### src/verilog/logic_bitfield_pkg.sv
// shared constants and types of the logic and bit-field unit
package logic_bitfield_pkg;

   // ---------------------------------------------------------------
   // datapath widths and figures
   // ---------------------------------------------------------------
   localparam int ACC_W = 56;
   localparam int WORD_W = 24;
   localparam int EXT_W = 8;
   localparam int FIELD_W = 6;
   localparam int SHORT_IMM_W = 6;
   localparam int SHIFT_W = 5;
   localparam int REGSEL_W = 3;
   localparam int CMD_W = 17;
   localparam int OPCOUNT_W = 16;
   localparam logic [WORD_W-1:0] LEAD_BIAS = 24'h000009;
   localparam logic [FIELD_W-1:0] ACC_TOP_WIDTH = 6'h38;
   localparam logic [WORD_W-1:0] WORD_RESET = 24'h000000;
   localparam logic [ACC_W-1:0] ACC_RESET = 56'h00000000000000;
   localparam logic [CMD_W-1:0] CMD_RESET = 17'h00000;
   localparam logic [OPCOUNT_W-1:0] OPCOUNT_RESET = 16'h0000;

   // ---------------------------------------------------------------
   // register byte offsets
   // ---------------------------------------------------------------
   localparam logic [7:0] OFF_X_LOW = 8'h00;
   localparam logic [7:0] OFF_X_HIGH = 8'h04;
   localparam logic [7:0] OFF_Y_LOW = 8'h08;
   localparam logic [7:0] OFF_Y_HIGH = 8'h0c;
   localparam logic [7:0] OFF_A_LOW = 8'h10;
   localparam logic [7:0] OFF_A_MID = 8'h14;
   localparam logic [7:0] OFF_A_EXT = 8'h18;
   localparam logic [7:0] OFF_B_LOW = 8'h1c;
   localparam logic [7:0] OFF_B_MID = 8'h20;
   localparam logic [7:0] OFF_B_EXT = 8'h24;
   localparam logic [7:0] OFF_EXT_WORD = 8'h28;
   localparam logic [7:0] OFF_MODE = 8'h2c;
   localparam logic [7:0] OFF_COMMAND = 8'h30;
   localparam logic [7:0] OFF_STATUS = 8'h34;

   // ---------------------------------------------------------------
   // field positions
   // ---------------------------------------------------------------
   localparam int CMD_OP_LSB = 0;
   localparam int CMD_DEST_BIT = 4;
   localparam int CMD_SRC_BIT = 5;
   localparam int CMD_REG_LSB = 6;
   localparam int CMD_FORM_LSB = 9;
   localparam int CMD_IMM_LSB = 11;
   localparam int CTL_WIDTH_LSB = 12;
   localparam int CTL_OFFSET_LSB = 0;
   localparam int CTL16_WIDTH_LSB = 16;
   localparam int CTL16_OFFSET_LSB = 8;
   localparam int MODE_SIXTEEN_BIT = 0;
   localparam int STAT_BUSY_BIT = 0;
   localparam int STAT_COUNT_LSB = 8;

   // ---------------------------------------------------------------
   // bus constants
   // ---------------------------------------------------------------
   localparam logic [2:0] HSIZE_WORD = 3'b010;
   localparam logic HRESP_OKAY = 1'b0;

   // ---------------------------------------------------------------
   // enumerations
   // ---------------------------------------------------------------
   typedef enum logic [3:0] {
      op_nop = 4'b0000,
      op_and = 4'b0001,
      op_exclusive_or = 4'b0010,
      op_inclusive_or = 4'b0011,
      op_count_leading_bits = 4'b0100,
      op_signed_field_extract = 4'b0101,
      op_unsigned_field_extract = 4'b0110,
      op_field_insert = 4'b0111,
      op_logical_shift_left = 4'b1000,
      op_logical_shift_right = 4'b1001
   } op_t;

   typedef enum logic [1:0] {
      form_reg = 2'b00,
      form_short = 2'b01,
      form_long = 2'b10,
      form_single = 2'b11
   } form_t;

   typedef enum logic [REGSEL_W-1:0] {
      sel_x_low = 3'b000,
      sel_x_high = 3'b001,
      sel_y_low = 3'b010,
      sel_y_high = 3'b011,
      sel_a_mid = 3'b100,
      sel_b_mid = 3'b101
   } regsel_t;

   typedef enum logic [1:0] {
      bus_idle = 2'b00,
      bus_data = 2'b01
   } bus_state_t;

endpackage : logic_bitfield_pkg

### src/verilog/leading_bit_counter.sv
// counts the run of bits equal to the top bit of a 56-bit value
`timescale 1ns/1ps
module leading_bit_counter
(
   input wire logic [logic_bitfield_pkg::ACC_W-1:0] i_value,
   output logic [logic_bitfield_pkg::FIELD_W-1:0] o_count
);

   logic run;

   always_comb
   begin
      o_count = '0;
      run = 1'b1;
      for (int i = logic_bitfield_pkg::ACC_W - 1; i >= 0; i--)
      begin
         if (run && (i_value[i] == i_value[logic_bitfield_pkg::ACC_W-1]))
         begin
            o_count = o_count + 6'h01;
         end
         else
         begin
            run = 1'b0;
         end
      end
   end

endmodule : leading_bit_counter

### src/verilog/field_unit.sv
// bit-field extraction and insertion on 56-bit accumulators
`timescale 1ns/1ps
module field_unit
(
   input wire logic [logic_bitfield_pkg::ACC_W-1:0] i_src,
   input wire logic [logic_bitfield_pkg::ACC_W-1:0] i_dest,
   input wire logic [logic_bitfield_pkg::FIELD_W-1:0] i_width,
   input wire logic [logic_bitfield_pkg::FIELD_W-1:0] i_offset,
   input wire logic i_signed,
   output logic [logic_bitfield_pkg::ACC_W-1:0] o_extract,
   output logic [logic_bitfield_pkg::ACC_W-1:0] o_insert
);

   logic [logic_bitfield_pkg::ACC_W-1:0] mask;
   logic [logic_bitfield_pkg::ACC_W-1:0] field;
   logic [logic_bitfield_pkg::FIELD_W-1:0] top;

   // widths of 56 and above take the whole accumulator
   always_comb
   begin
      if (i_width >= logic_bitfield_pkg::ACC_TOP_WIDTH)
      begin
         mask = '1;
      end
      else
      begin
         mask = (56'h00000000000001 << i_width) - 56'h00000000000001;
      end
   end

   always_comb
   begin
      top = i_width - 6'h01;
      field = (i_src >> i_offset) & mask;
      o_extract = field;
      if (i_signed && (i_width != 6'h00) &&
         (i_width < logic_bitfield_pkg::ACC_TOP_WIDTH) && field[top])
      begin
         o_extract = field | ~mask;
      end
   end

   // bits pushed past bit 55 by a large offset are dropped
   always_comb
   begin
      o_insert = (i_dest & ~(mask << i_offset)) |
         ((i_src & mask) << i_offset);
   end

endmodule : field_unit

### src/verilog/logic_bitfield_unit.sv
// logic and bit-field datapath with its AHB-Lite register slave
//
// Notes on behaviour
// (RULE1) and combines register, 6-bit short or 24-bit long operand
// (RULE2) exclusive or takes register, 6-bit short or 24-bit long operand
// (RULE3) inclusive or takes register, 6-bit short or 24-bit long operand
// (RULE4) bit 55 of the source picks counting zeros or ones
// (RULE5) top bit zero: 9 minus leading zeros into bits 47-24
// (RULE6) top bit one: 9 minus leading ones into the middle word
// (RULE7) extraction from second source, signed and unsigned variants
// (RULE8) normal mode: field width from control bits 17-12
// (RULE9) normal mode: field offset from control bits 5-0
// (RULE10) sixteen-bit mode: offset from bits 13-8, width 21-16
// (RULE11) control operand is a data register or the extension word
// (RULE12) insertion places low field of second source at the offset
// (RULE13) register control from four input regs or two middle words
// (RULE14) shift count immediate is 5-bit unsigned, zero to 23
// (RULE15) shift count may come from input regs or middle words
// (RULE16) count, extract and insert use either accumulator both ways
// (RULE17) destinations are 56-bit accumulators
// (RULE18) signed extraction sign-extends, unsigned fills zeros above
// (RULE19) shift without count moves one bit, vacated bits are zero
`timescale 1ns/1ps
module logic_bitfield_unit
(
   input wire logic i_clk,
   input wire logic i_rst,
   input wire logic i_ce,
   input wire logic i_hsel,
   input wire logic [31:0] i_haddr,
   input wire logic [1:0] i_htrans,
   input wire logic i_hwrite,
   input wire logic [2:0] i_hsize,
   input wire logic [31:0] i_hwdata,
   input wire logic i_hready,
   output logic o_hreadyout,
   output logic o_hresp,
   output logic [31:0] o_hrdata
);

   // ---------------------------------------------------------------
   // state
   // ---------------------------------------------------------------
   logic_bitfield_pkg::bus_state_t bus_state_q;
   logic [7:0] addr_q;
   logic hit_q;
   logic wr_q;
   logic hreadyout_q;
   logic [31:0] hrdata_q;
   logic [logic_bitfield_pkg::WORD_W-1:0] in_reg_q [4];
   logic [logic_bitfield_pkg::ACC_W-1:0] acc_q [2];
   logic [logic_bitfield_pkg::WORD_W-1:0] ext_word_q;
   logic mode16_q;
   logic [logic_bitfield_pkg::CMD_W-1:0] cmd_q;
   logic exec_q;
   logic [logic_bitfield_pkg::OPCOUNT_W-1:0] op_count_q;

   // ---------------------------------------------------------------
   // command decode
   // ---------------------------------------------------------------
   logic_bitfield_pkg::op_t op;
   logic_bitfield_pkg::form_t form;
   logic dest_sel;
   logic src_sel;
   logic [logic_bitfield_pkg::REGSEL_W-1:0] reg_sel;
   logic [logic_bitfield_pkg::SHORT_IMM_W-1:0] short_imm;

   assign op = logic_bitfield_pkg::op_t'(cmd_q[logic_bitfield_pkg::CMD_OP_LSB
      +: 4]);
   assign form = logic_bitfield_pkg::form_t'(
      cmd_q[logic_bitfield_pkg::CMD_FORM_LSB +: 2]);
   assign dest_sel = cmd_q[logic_bitfield_pkg::CMD_DEST_BIT];
   assign src_sel = cmd_q[logic_bitfield_pkg::CMD_SRC_BIT];
   assign reg_sel = cmd_q[logic_bitfield_pkg::CMD_REG_LSB +:
      logic_bitfield_pkg::REGSEL_W];
   assign short_imm = cmd_q[logic_bitfield_pkg::CMD_IMM_LSB +:
      logic_bitfield_pkg::SHORT_IMM_W];

   // ---------------------------------------------------------------
   // operand selection
   // ---------------------------------------------------------------
   logic [logic_bitfield_pkg::ACC_W-1:0] dest_val;
   logic [logic_bitfield_pkg::ACC_W-1:0] src_val;
   logic [logic_bitfield_pkg::WORD_W-1:0] reg_val;
   logic [logic_bitfield_pkg::WORD_W-1:0] logic_operand;
   logic [logic_bitfield_pkg::WORD_W-1:0] ctrl;
   logic [logic_bitfield_pkg::FIELD_W-1:0] fld_width;
   logic [logic_bitfield_pkg::FIELD_W-1:0] fld_offset;
   logic [logic_bitfield_pkg::SHIFT_W-1:0] shift_count;

   assign dest_val = acc_q[dest_sel]; // RULE16
   assign src_val = acc_q[src_sel]; // RULE16

   always_comb
   begin
      case (logic_bitfield_pkg::regsel_t'(reg_sel)) // RULE13 RULE15
         logic_bitfield_pkg::sel_x_low: reg_val = in_reg_q[0];
         logic_bitfield_pkg::sel_x_high: reg_val = in_reg_q[1];
         logic_bitfield_pkg::sel_y_low: reg_val = in_reg_q[2];
         logic_bitfield_pkg::sel_y_high: reg_val = in_reg_q[3];
         logic_bitfield_pkg::sel_a_mid: reg_val = acc_q[0][47:24];
         logic_bitfield_pkg::sel_b_mid: reg_val = acc_q[1][47:24];
         default: reg_val = '0;
      endcase
   end

   // short immediates sit zero-extended in the low bits of the word
   always_comb
   begin
      case (form) // RULE1 RULE2 RULE3
         logic_bitfield_pkg::form_short:
            logic_operand = {18'h00000, short_imm};
         logic_bitfield_pkg::form_long: logic_operand = ext_word_q;
         default: logic_operand = reg_val;
      endcase
   end

   // long form selects the immediate control word
   assign ctrl = (form == logic_bitfield_pkg::form_long) ? ext_word_q :
      reg_val; // RULE11

   always_comb
   begin
      if (mode16_q)
      begin
         fld_width = ctrl[logic_bitfield_pkg::CTL16_WIDTH_LSB +:
            logic_bitfield_pkg::FIELD_W]; // RULE10
         fld_offset = ctrl[logic_bitfield_pkg::CTL16_OFFSET_LSB +:
            logic_bitfield_pkg::FIELD_W]; // RULE10
      end
      else
      begin
         fld_width = ctrl[logic_bitfield_pkg::CTL_WIDTH_LSB +:
            logic_bitfield_pkg::FIELD_W]; // RULE8
         fld_offset = ctrl[logic_bitfield_pkg::CTL_OFFSET_LSB +:
            logic_bitfield_pkg::FIELD_W]; // RULE9
      end
   end

   // counts above 23 are not clamped; the word simply empties
   always_comb
   begin
      case (form)
         logic_bitfield_pkg::form_short:
            shift_count = short_imm[logic_bitfield_pkg::SHIFT_W-1:0]; // RULE14
         logic_bitfield_pkg::form_reg:
            shift_count = reg_val[logic_bitfield_pkg::SHIFT_W-1:0]; // RULE15
         default: shift_count = 5'h01; // RULE19
      endcase
   end

   // ---------------------------------------------------------------
   // datapath units
   // ---------------------------------------------------------------
   logic [logic_bitfield_pkg::FIELD_W-1:0] lead_count;
   logic [logic_bitfield_pkg::ACC_W-1:0] extract_val;
   logic [logic_bitfield_pkg::ACC_W-1:0] insert_val;
   logic [logic_bitfield_pkg::WORD_W-1:0] lead_val;

   leading_bit_counter i_leading_bit_counter
   (
      .i_value(src_val),
      .o_count(lead_count)
   );

   field_unit i_field_unit
   (
      .i_src(src_val),
      .i_dest(dest_val),
      .i_width(fld_width),
      .i_offset(fld_offset),
      .i_signed(op == logic_bitfield_pkg::op_signed_field_extract),
      .o_extract(extract_val),
      .o_insert(insert_val)
   );

   // the run counts bit 55 itself, whatever its value
   assign lead_val = logic_bitfield_pkg::LEAD_BIAS -
      {18'h00000, lead_count}; // RULE4 RULE5 RULE6

   // ---------------------------------------------------------------
   // result
   // ---------------------------------------------------------------
   logic [logic_bitfield_pkg::WORD_W-1:0] mid;
   logic [logic_bitfield_pkg::ACC_W-1:0] result;

   assign mid = dest_val[47:24];

   always_comb
   begin
      result = dest_val;
      case (op)
         logic_bitfield_pkg::op_and:
            result[47:24] = mid & logic_operand; // RULE1
         logic_bitfield_pkg::op_exclusive_or:
            result[47:24] = mid ^ logic_operand; // RULE2
         logic_bitfield_pkg::op_inclusive_or:
            result[47:24] = mid | logic_operand; // RULE3
         logic_bitfield_pkg::op_count_leading_bits:
            result = {{logic_bitfield_pkg::EXT_W{lead_val[23]}}, lead_val,
               24'h000000}; // RULE5 RULE6 RULE17
         logic_bitfield_pkg::op_signed_field_extract:
            result = extract_val; // RULE7 RULE18
         logic_bitfield_pkg::op_unsigned_field_extract:
            result = extract_val; // RULE7 RULE18
         logic_bitfield_pkg::op_field_insert:
            result = insert_val; // RULE12 RULE17
         logic_bitfield_pkg::op_logical_shift_left:
            result[47:24] = mid << shift_count; // RULE14 RULE19
         logic_bitfield_pkg::op_logical_shift_right:
            result[47:24] = mid >> shift_count; // RULE14 RULE19
         default: result = dest_val;
      endcase
   end

   // ---------------------------------------------------------------
   // AHB-Lite slave: one wait state on every transfer
   // ---------------------------------------------------------------
   logic bus_wr;
   logic bus_rd;

   assign bus_wr = (bus_state_q == logic_bitfield_pkg::bus_data) && wr_q &&
      hit_q;
   assign bus_rd = (bus_state_q == logic_bitfield_pkg::bus_data) && !wr_q;

   always_ff @(posedge i_clk)
   begin
      if (i_rst)
      begin
         bus_state_q <= logic_bitfield_pkg::bus_idle;
         addr_q <= 8'h00;
         hit_q <= 1'b0;
         wr_q <= 1'b0;
         hreadyout_q <= 1'b1;
      end
      else if (i_ce)
      begin
         case (bus_state_q)
            logic_bitfield_pkg::bus_idle:
            begin
               if (i_hsel && i_htrans[1] && i_hready)
               begin
                  addr_q <= i_haddr[7:0];
                  // a narrow write is dropped, never treated as a read
                  hit_q <= (i_haddr[31:8] == 24'h000000) &&
                     (i_haddr[1:0] == 2'b00) && (!i_hwrite ||
                     (i_hsize == logic_bitfield_pkg::HSIZE_WORD));
                  wr_q <= i_hwrite;
                  hreadyout_q <= 1'b0;
                  bus_state_q <= logic_bitfield_pkg::bus_data;
               end
            end
            logic_bitfield_pkg::bus_data:
            begin
               hreadyout_q <= 1'b1;
               bus_state_q <= logic_bitfield_pkg::bus_idle;
            end
            default:
            begin
               hreadyout_q <= 1'b1;
               bus_state_q <= logic_bitfield_pkg::bus_idle;
            end
         endcase
      end
   end

   // unmapped offsets read as zero
   always_ff @(posedge i_clk)
   begin
      if (i_rst)
      begin
         hrdata_q <= 32'h00000000;
      end
      else if (i_ce && bus_rd)
      begin
         hrdata_q <= 32'h00000000;
         if (hit_q)
         begin
            case (addr_q)
               logic_bitfield_pkg::OFF_X_LOW: hrdata_q[23:0] <= in_reg_q[0];
               logic_bitfield_pkg::OFF_X_HIGH: hrdata_q[23:0] <= in_reg_q[1];
               logic_bitfield_pkg::OFF_Y_LOW: hrdata_q[23:0] <= in_reg_q[2];
               logic_bitfield_pkg::OFF_Y_HIGH: hrdata_q[23:0] <= in_reg_q[3];
               logic_bitfield_pkg::OFF_A_LOW: hrdata_q[23:0] <= acc_q[0][23:0];
               logic_bitfield_pkg::OFF_A_MID:
                  hrdata_q[23:0] <= acc_q[0][47:24];
               logic_bitfield_pkg::OFF_A_EXT: hrdata_q[7:0] <= acc_q[0][55:48];
               logic_bitfield_pkg::OFF_B_LOW: hrdata_q[23:0] <= acc_q[1][23:0];
               logic_bitfield_pkg::OFF_B_MID:
                  hrdata_q[23:0] <= acc_q[1][47:24];
               logic_bitfield_pkg::OFF_B_EXT: hrdata_q[7:0] <= acc_q[1][55:48];
               logic_bitfield_pkg::OFF_EXT_WORD: hrdata_q[23:0] <= ext_word_q;
               logic_bitfield_pkg::OFF_MODE:
                  hrdata_q[logic_bitfield_pkg::MODE_SIXTEEN_BIT] <= mode16_q;
               logic_bitfield_pkg::OFF_COMMAND: hrdata_q[16:0] <= cmd_q;
               logic_bitfield_pkg::OFF_STATUS:
               begin
                  hrdata_q[logic_bitfield_pkg::STAT_BUSY_BIT] <= exec_q;
                  hrdata_q[logic_bitfield_pkg::STAT_COUNT_LSB +:
                     logic_bitfield_pkg::OPCOUNT_W] <= op_count_q;
               end
               default: hrdata_q <= 32'h00000000;
            endcase
         end
      end
   end

   // ---------------------------------------------------------------
   // input registers
   // ---------------------------------------------------------------
   always_ff @(posedge i_clk)
   begin
      if (i_rst)
      begin
         for (int i = 0; i < 4; i++)
         begin
            in_reg_q[i] <= logic_bitfield_pkg::WORD_RESET;
         end
      end
      else if (i_ce && bus_wr)
      begin
         case (addr_q)
            logic_bitfield_pkg::OFF_X_LOW: in_reg_q[0] <= i_hwdata[23:0];
            logic_bitfield_pkg::OFF_X_HIGH: in_reg_q[1] <= i_hwdata[23:0];
            logic_bitfield_pkg::OFF_Y_LOW: in_reg_q[2] <= i_hwdata[23:0];
            logic_bitfield_pkg::OFF_Y_HIGH: in_reg_q[3] <= i_hwdata[23:0];
            default: ;
         endcase
      end
   end

   // ---------------------------------------------------------------
   // accumulators: an executing command wins over a bus write
   // ---------------------------------------------------------------
   always_ff @(posedge i_clk)
   begin
      if (i_rst)
      begin
         acc_q[0] <= logic_bitfield_pkg::ACC_RESET;
         acc_q[1] <= logic_bitfield_pkg::ACC_RESET;
      end
      else if (i_ce)
      begin
         if (exec_q)
         begin
            acc_q[dest_sel] <= result; // RULE16 RULE17
         end
         else if (bus_wr)
         begin
            case (addr_q)
               logic_bitfield_pkg::OFF_A_LOW: acc_q[0][23:0] <= i_hwdata[23:0];
               logic_bitfield_pkg::OFF_A_MID: acc_q[0][47:24] <= i_hwdata[23:0];
               logic_bitfield_pkg::OFF_A_EXT: acc_q[0][55:48] <= i_hwdata[7:0];
               logic_bitfield_pkg::OFF_B_LOW: acc_q[1][23:0] <= i_hwdata[23:0];
               logic_bitfield_pkg::OFF_B_MID: acc_q[1][47:24] <= i_hwdata[23:0];
               logic_bitfield_pkg::OFF_B_EXT: acc_q[1][55:48] <= i_hwdata[7:0];
               default: ;
            endcase
         end
      end
   end

   // ---------------------------------------------------------------
   // configuration and command launch
   // ---------------------------------------------------------------
   always_ff @(posedge i_clk)
   begin
      if (i_rst)
      begin
         ext_word_q <= logic_bitfield_pkg::WORD_RESET;
         mode16_q <= 1'b0;
         cmd_q <= logic_bitfield_pkg::CMD_RESET;
         exec_q <= 1'b0;
      end
      else if (i_ce)
      begin
         exec_q <= 1'b0;
         if (bus_wr)
         begin
            case (addr_q)
               logic_bitfield_pkg::OFF_EXT_WORD: ext_word_q <= i_hwdata[23:0];
               logic_bitfield_pkg::OFF_MODE:
                  mode16_q <= i_hwdata[logic_bitfield_pkg::MODE_SIXTEEN_BIT];
               logic_bitfield_pkg::OFF_COMMAND:
               begin
                  cmd_q <= i_hwdata[16:0];
                  exec_q <= 1'b1;
               end
               default: ;
            endcase
         end
      end
   end

   // counts executed commands, wraps silently
   always_ff @(posedge i_clk)
   begin
      if (i_rst)
      begin
         op_count_q <= logic_bitfield_pkg::OPCOUNT_RESET;
      end
      else if (i_ce && exec_q)
      begin
         op_count_q <= op_count_q + 16'h0001;
      end
   end

   // ---------------------------------------------------------------
   // outputs
   // ---------------------------------------------------------------
   assign o_hreadyout = hreadyout_q;
   assign o_hresp = logic_bitfield_pkg::HRESP_OKAY;
   assign o_hrdata = hrdata_q;

endmodule : logic_bitfield_unit

### config.mk
export PLATFORM = sky130hd
export DESIGN_NAME = logic_bitfield_unit
export DESIGN_NICKNAME = d
export VERILOG_FILES = /design/src/verilog/logic_bitfield_pkg.sv /design/src/verilog/leading_bit_counter.sv /design/src/verilog/field_unit.sv /design/src/verilog/logic_bitfield_unit.sv
export SDC_FILE = /design/constraint.sdc
export NUM_CORES = 2
export LEC_CHECK = 0
export BUFFER_PORTS_ARGS = -buffer_cell sky130_fd_sc_hd__buf_2
export CAP_MARGIN = 20
export CORE_ASPECT_RATIO = 1.2
export CORE_MARGIN = 2
export CORE_UTILIZATION = 65
export CTS_CLUSTER_DIAMETER = 150
export CTS_CLUSTER_SIZE = 12
export DETAILED_ROUTE_END_ITERATION = 8
export PLACE_DENSITY = 0.82
export RECOVER_POWER = 100
export REMOVE_ABC_BUFFERS = 1
export SLEW_MARGIN = 15
export SYNTH_ARGS = -nofsm -noshare
export SYNTH_HDL_FRONTEND = slang
export SYNTH_SLANG_ARGS = --single-unit
### constraint.sdc
create_clock -name i_clk -period 61.5 [get_ports i_clk]
set_input_delay 6.15 -clock i_clk [delete_from_list [all_inputs] [get_ports i_clk]]
set_output_delay 6.15 -clock i_clk [all_outputs]
set_load 0.005 [all_outputs]
==> flow_summary.ini, run 1 <==
[outcome]
outcome = aborted with a tool error
failing_step = global routing (5_1_grt)
toolErrorMsg = [ERROR GRT-0116] Global routing finished with congestion. Check the congestion regions in the DRC Viewer.

[clock_tree]
maximum_clock_path_buffer_count = 3
cts.repair_timing.setup_buffer_count = 0
clock_sinks = 305
cts_made_buffers = 29
htree_num_levels = 1
root_buffer_cell = clkbuf_16
hold_buffers = 0
number_of_gates_resized_after_cts = 0

[grt]
all_layer_global_routing_usage_pct = 70.5
first_pass_grt_wire_length_um = 357000
grt_start_max_net_pins = 81
first_global_vias = 53000
global_route.overflow_total = 64

[floorplanning]
dieHeight_um = 284
rows = 102
die_x_um = 238
ioPinCount = 109
initial_utilization_pct = 65.8

[placement]
port_buffers = 90
placed_cell_area_um2 = 44000
dp_cells = 6634
gp_congestion = 1.23
detailed_place_hpwl_um = 169000

[yosys]
syn-instance-count = 5981
postSynth.asyncResetShare_pct = 0
synth.lib_cells_used.distinct = 113
mappedNetlistArea_um2 = 42600
synth_edf_count = 208
sequential_share_of_the_synthesized_area_pct = 19.2
ys_ff_latch = 305
syn_avg_cell_area_um2 = 7.12
synthesis.yosys.warnings = 0
yosys_most_used_dff = edfxtp_1
## stage by stage
step	hold WS (ns)	setup slack, ns
2_1_floorplan	0.442	23.91
3_3_place_gp	0.439	23.65
3_5_place_dp	0.447	22.52
4_1_cts	0.455	22.40
## Yosys cell counts, drive strengths merged, types with 83 or more instances
cell	instances	area share [%]
xnor2	119	2.6
dfxtp	97	4.6
o211ai	83	1.5
edfxtp	208	15
clkbuf	349	3.1
a22oi	135	2.4
ha	111	3.3
and2	147	2.2
inv	109	0.96
a21oi	555	6.5
nor2	663	5.9
nand2	866	7.6
buf	104	1.2
mux2i	372	8.8
mux2	138	3.7
o21ai	492	5.8
nor3	163	1.9
nand3	177	2.1
## per-layer routing
| metal | GRT usage [%] | overflow |
|---|---|---|
| met1 | 73.0 | 0 |
| met2 | 89.8 | 39 |
| met3 | 50.5 | 0 |
| met4 | 67.2 | 25 |
| met5 | 14.5 | 0 |
## kinds of logic after synthesis
family | synth area share [%]
AO/OA/AOI/OAI | 29.7
AND/OR/NAND/NOR | 24.1
XOR/XNOR | 4.93
buffers and inverters | 5.26
flip-flops | 19.2
multiplexers | 13.5
other | 0.00880
adder cells (fa/ha/maj) | 3.28
==> inputs of run 2 (changes only) <==
- CORE_ASPECT_RATIO: 1.2 -> unset
- CORE_UTILIZATION: 65 -> 40
- CTS_CLUSTER_DIAMETER: 150 -> unset
- CTS_CLUSTER_SIZE: 12 -> unset
- PLACE_DENSITY: 0.82 -> unset
- PLACE_DENSITY_LB_ADDON: unset -> 0.15
==> flow_summary.ini, run 2 <==
[clock_tree]
maximum_clock_path_buffer_count = 3
cts.repair_timing.setup_buffer_count = 0
cts_tree = yes
hold_buffers = 0
htree_num_levels = 2
cts_made_buffers = 34
insertion_delay_ns = 0.55
clock_sinks = 305
clkSlewWorstSetupHoldPaths_ns = 0.06
number_of_gates_resized_after_cts = 0
root_buffer_cell = clkbuf_16

[sta]
period_share_pct = 69.6
min_period_ns = 42.80
clock-skew-final_ns = 0.0194
finalSetupViolCount = 0
rsz0062_at_grt = false
final.hold.worst_slack_ns = 0.456
accumulated_negative_setup_slack_ns = 0
report.final.slew_viol_count = 487
hold_viol_final = 0
maxClockFrequency_mhz = 23.4
max-slew-margin-rel_pct = -149
tightest_slew_ns = 3.73

[placement]
port_buffers = 90
detailed_place_hpwl_um = 202000
gp_congestion = 1.08

[final_layout]
reg_top3 = acc_q: 112 flops, in_reg_q: 96 flops
nFillCells = 11200
layout-area-overhead-vs-synth_pct = 7.96
register_cell_area_after_layout_um2 = 8190
post_route_cells_drive_above_1_share_pct = 10.4
multiInputGateArea_um2 = 32500
layout.nets = 6070
post-route-util_pct = 43.6
layout_commonest_cell = nand2_1
top_register = acc_q
max_reg_flops = 112
most-common-layout-cells = 865 x nand2_1, 650 x nor2_1, 553 x a21oi_1

[power]
power.density_nw_per_um2 = 15.1
max-vdd-ir-drop_mv = 0.0250
leakagePower_uw = 0.0166

[yosys]
synthesis.yosys.warnings = 0
synth_edf_count = 208
yosys.area.top_type_share_pct = 14.7
yosys-top-cells-area = edfxtp_1 15%, mux2i_1 8.6%, nand2_1 7.6%
mappedNetlistArea_um2 = 42600
synth.lib_cells_used.distinct = 113
yosysTopAreaCell = edfxtp_1
sequential_share_of_the_synthesized_area_pct = 19.2
yosys_most_used_dff = edfxtp_1
synthMostInstantiatedCell = nand2_1
syn-instance-count = 5981
postSynth.asyncResetShare_pct = 0
syn_avg_cell_area_um2 = 7.12
ys_ff_latch = 305
post_synth_most_frequent_cells = 866 x nand2_1, 661 x nor2_1, 555 x a21oi_1, 484 x o21ai_0, 367 x mux2i_1

[route]
route.detailed.drc = 3
detail_route.wirelength.met1_um = 101000
via_per_inst = 6.97
drtAntennaViolNets = 0
firstDrtPassIters = 9
top_signal_layer_used = met5
avgRoutedWirePerCell_um = 36.0
met2_routed_wirelength_um = 106000
detailroute.via_count = 50900
first_iter_violations = 8658
drt_wl_total_um = 263000
met3RoutedLength_um = 32900

[critical_path]
cpMostUsedCell = ha_1
endpoint_kind = flop
cp.arrival_ns = 43.04
crit_required_ns = 61.74
crit_path_start_kind = flop
critPathMaxFanout = 42
largest_delay_contributor_family_on_the_critical_path = adder cells
critPathKind = flop to flop
slowest_stage = clkbuf_1
crit_buf_inv = 8
critical-path-max-stage-delay_ns = 1.97

[run]
drv_cap = 18

[floorplanning]
placeableCoreArea_um2 = 105000
dieHeight_um = 330
ioPinCount = 109
die_x_um = 330
initial_utilization_pct = 40.4
die_area_um2 = 109000
rows = 119

[grt]
all_layer_global_routing_usage_pct = 46.4
first_pass_grt_wire_length_um = 359000
first_global_vias = 45500
grt_start_max_net_pins = 83
global_route.overflow_total = 0
grt_antenna_before_repair = 12

[outcome]
failing_checks = design-rule violations, max-capacitance violations, max-slew violations
outcome = finished, violations left

[hold_path]
holdCritPathClass = flop to flop
run 2: layout make-up:
cell class	instances	share of cell area (%)
Clock inverter	9	0.109
Multi-Input combinational cell	5115	70.6
Sequential cell	305	17.8
Antenna cell	7	0.0381
Clock buffer	52	2.36
Timing Repair Buffer	312	4.39
Inverter	116	0.947
Tap cell	1391	3.78
run 2: worst reg2reg max path, delay by kind of cell (launching register included):
| family | cells | cell delay [ns] |
|---|---|---|
| buf+inv | 8 | 2.40 |
| xor+xnor | 1 | 0.69 |
| simple gates | 28 | 3.00 |
| fa+ha+maj | 50 | 15.54 |
| flops | 1 | 1.65 |
| compound gates | 47 | 11.49 |
| mux | 31 | 7.80 |
run 2: cell families (layout without fill, tap and decap cells):
| kind of cell | count (synthesis) | count (layout) | synth area share [%] |
|---|---|---|---|
| AO/OA/AOI/OAI | 1975 | 1975 | 29.7 |
| XOR/XNOR | 199 | 199 | 4.93 |
| adder cells (fa/ha/maj) | 112 | 112 | 3.28 |
| buffers and inverters | 569 | 489 | 5.26 |
| flip-flops | 305 | 305 | 19.2 |
| multiplexers | 529 | 529 | 13.5 |
| other | 1 | 16 | 0.00880 |
| AND/OR/NAND/NOR | 2291 | 2291 | 24.1 |
run 2: per-layer routing:
layer / GRT usage [%] / up-vias
met3: 13.9 / 858
met4: 32.4 / 12
li1: - / 22000
met5: 0.565 / -
met1: 59.2 / 24400
met2: 66.6 / 3649
run 2: worst paths after layout:
kind | start | to | slack (ns) | cells after the start
max | flop | acc_q[0][30] | 18.70 | 165
min | o_hrdata[22] | o_hrdata[22] | 0.46 | 2
max reg2reg | flop | acc_q[0][30] | 18.70 | 165
min reg2reg | o_hrdata[22] | o_hrdata[22] | 0.46 | 2
run 2: power breakdown:
group	switching, uW	total [uW]	internal, uW
clock	90.6	213	122
sequential	10.0	234	224
combinational	179	249	69.9
total	280	696	416
run 2: through the flow:
step / power (uW) / setup slack (ns) / instances / instance area, um2
4_1_cts: 681 / 22.53 / 7297 / 46200
5_1_grt: 709 / 15.45 / 7301 / 46000
2_1_floorplan: 367 / 23.91 / 5536 / 40800
6_report: 696 / 18.70 / 7307 / 46000
3_3_place_gp: 472 / 23.16 / 7232 / 45000
3_5_place_dp: 473 / 22.68 / 7236 / 45100
Note: power is estimated with default switching activity, not from simulation.
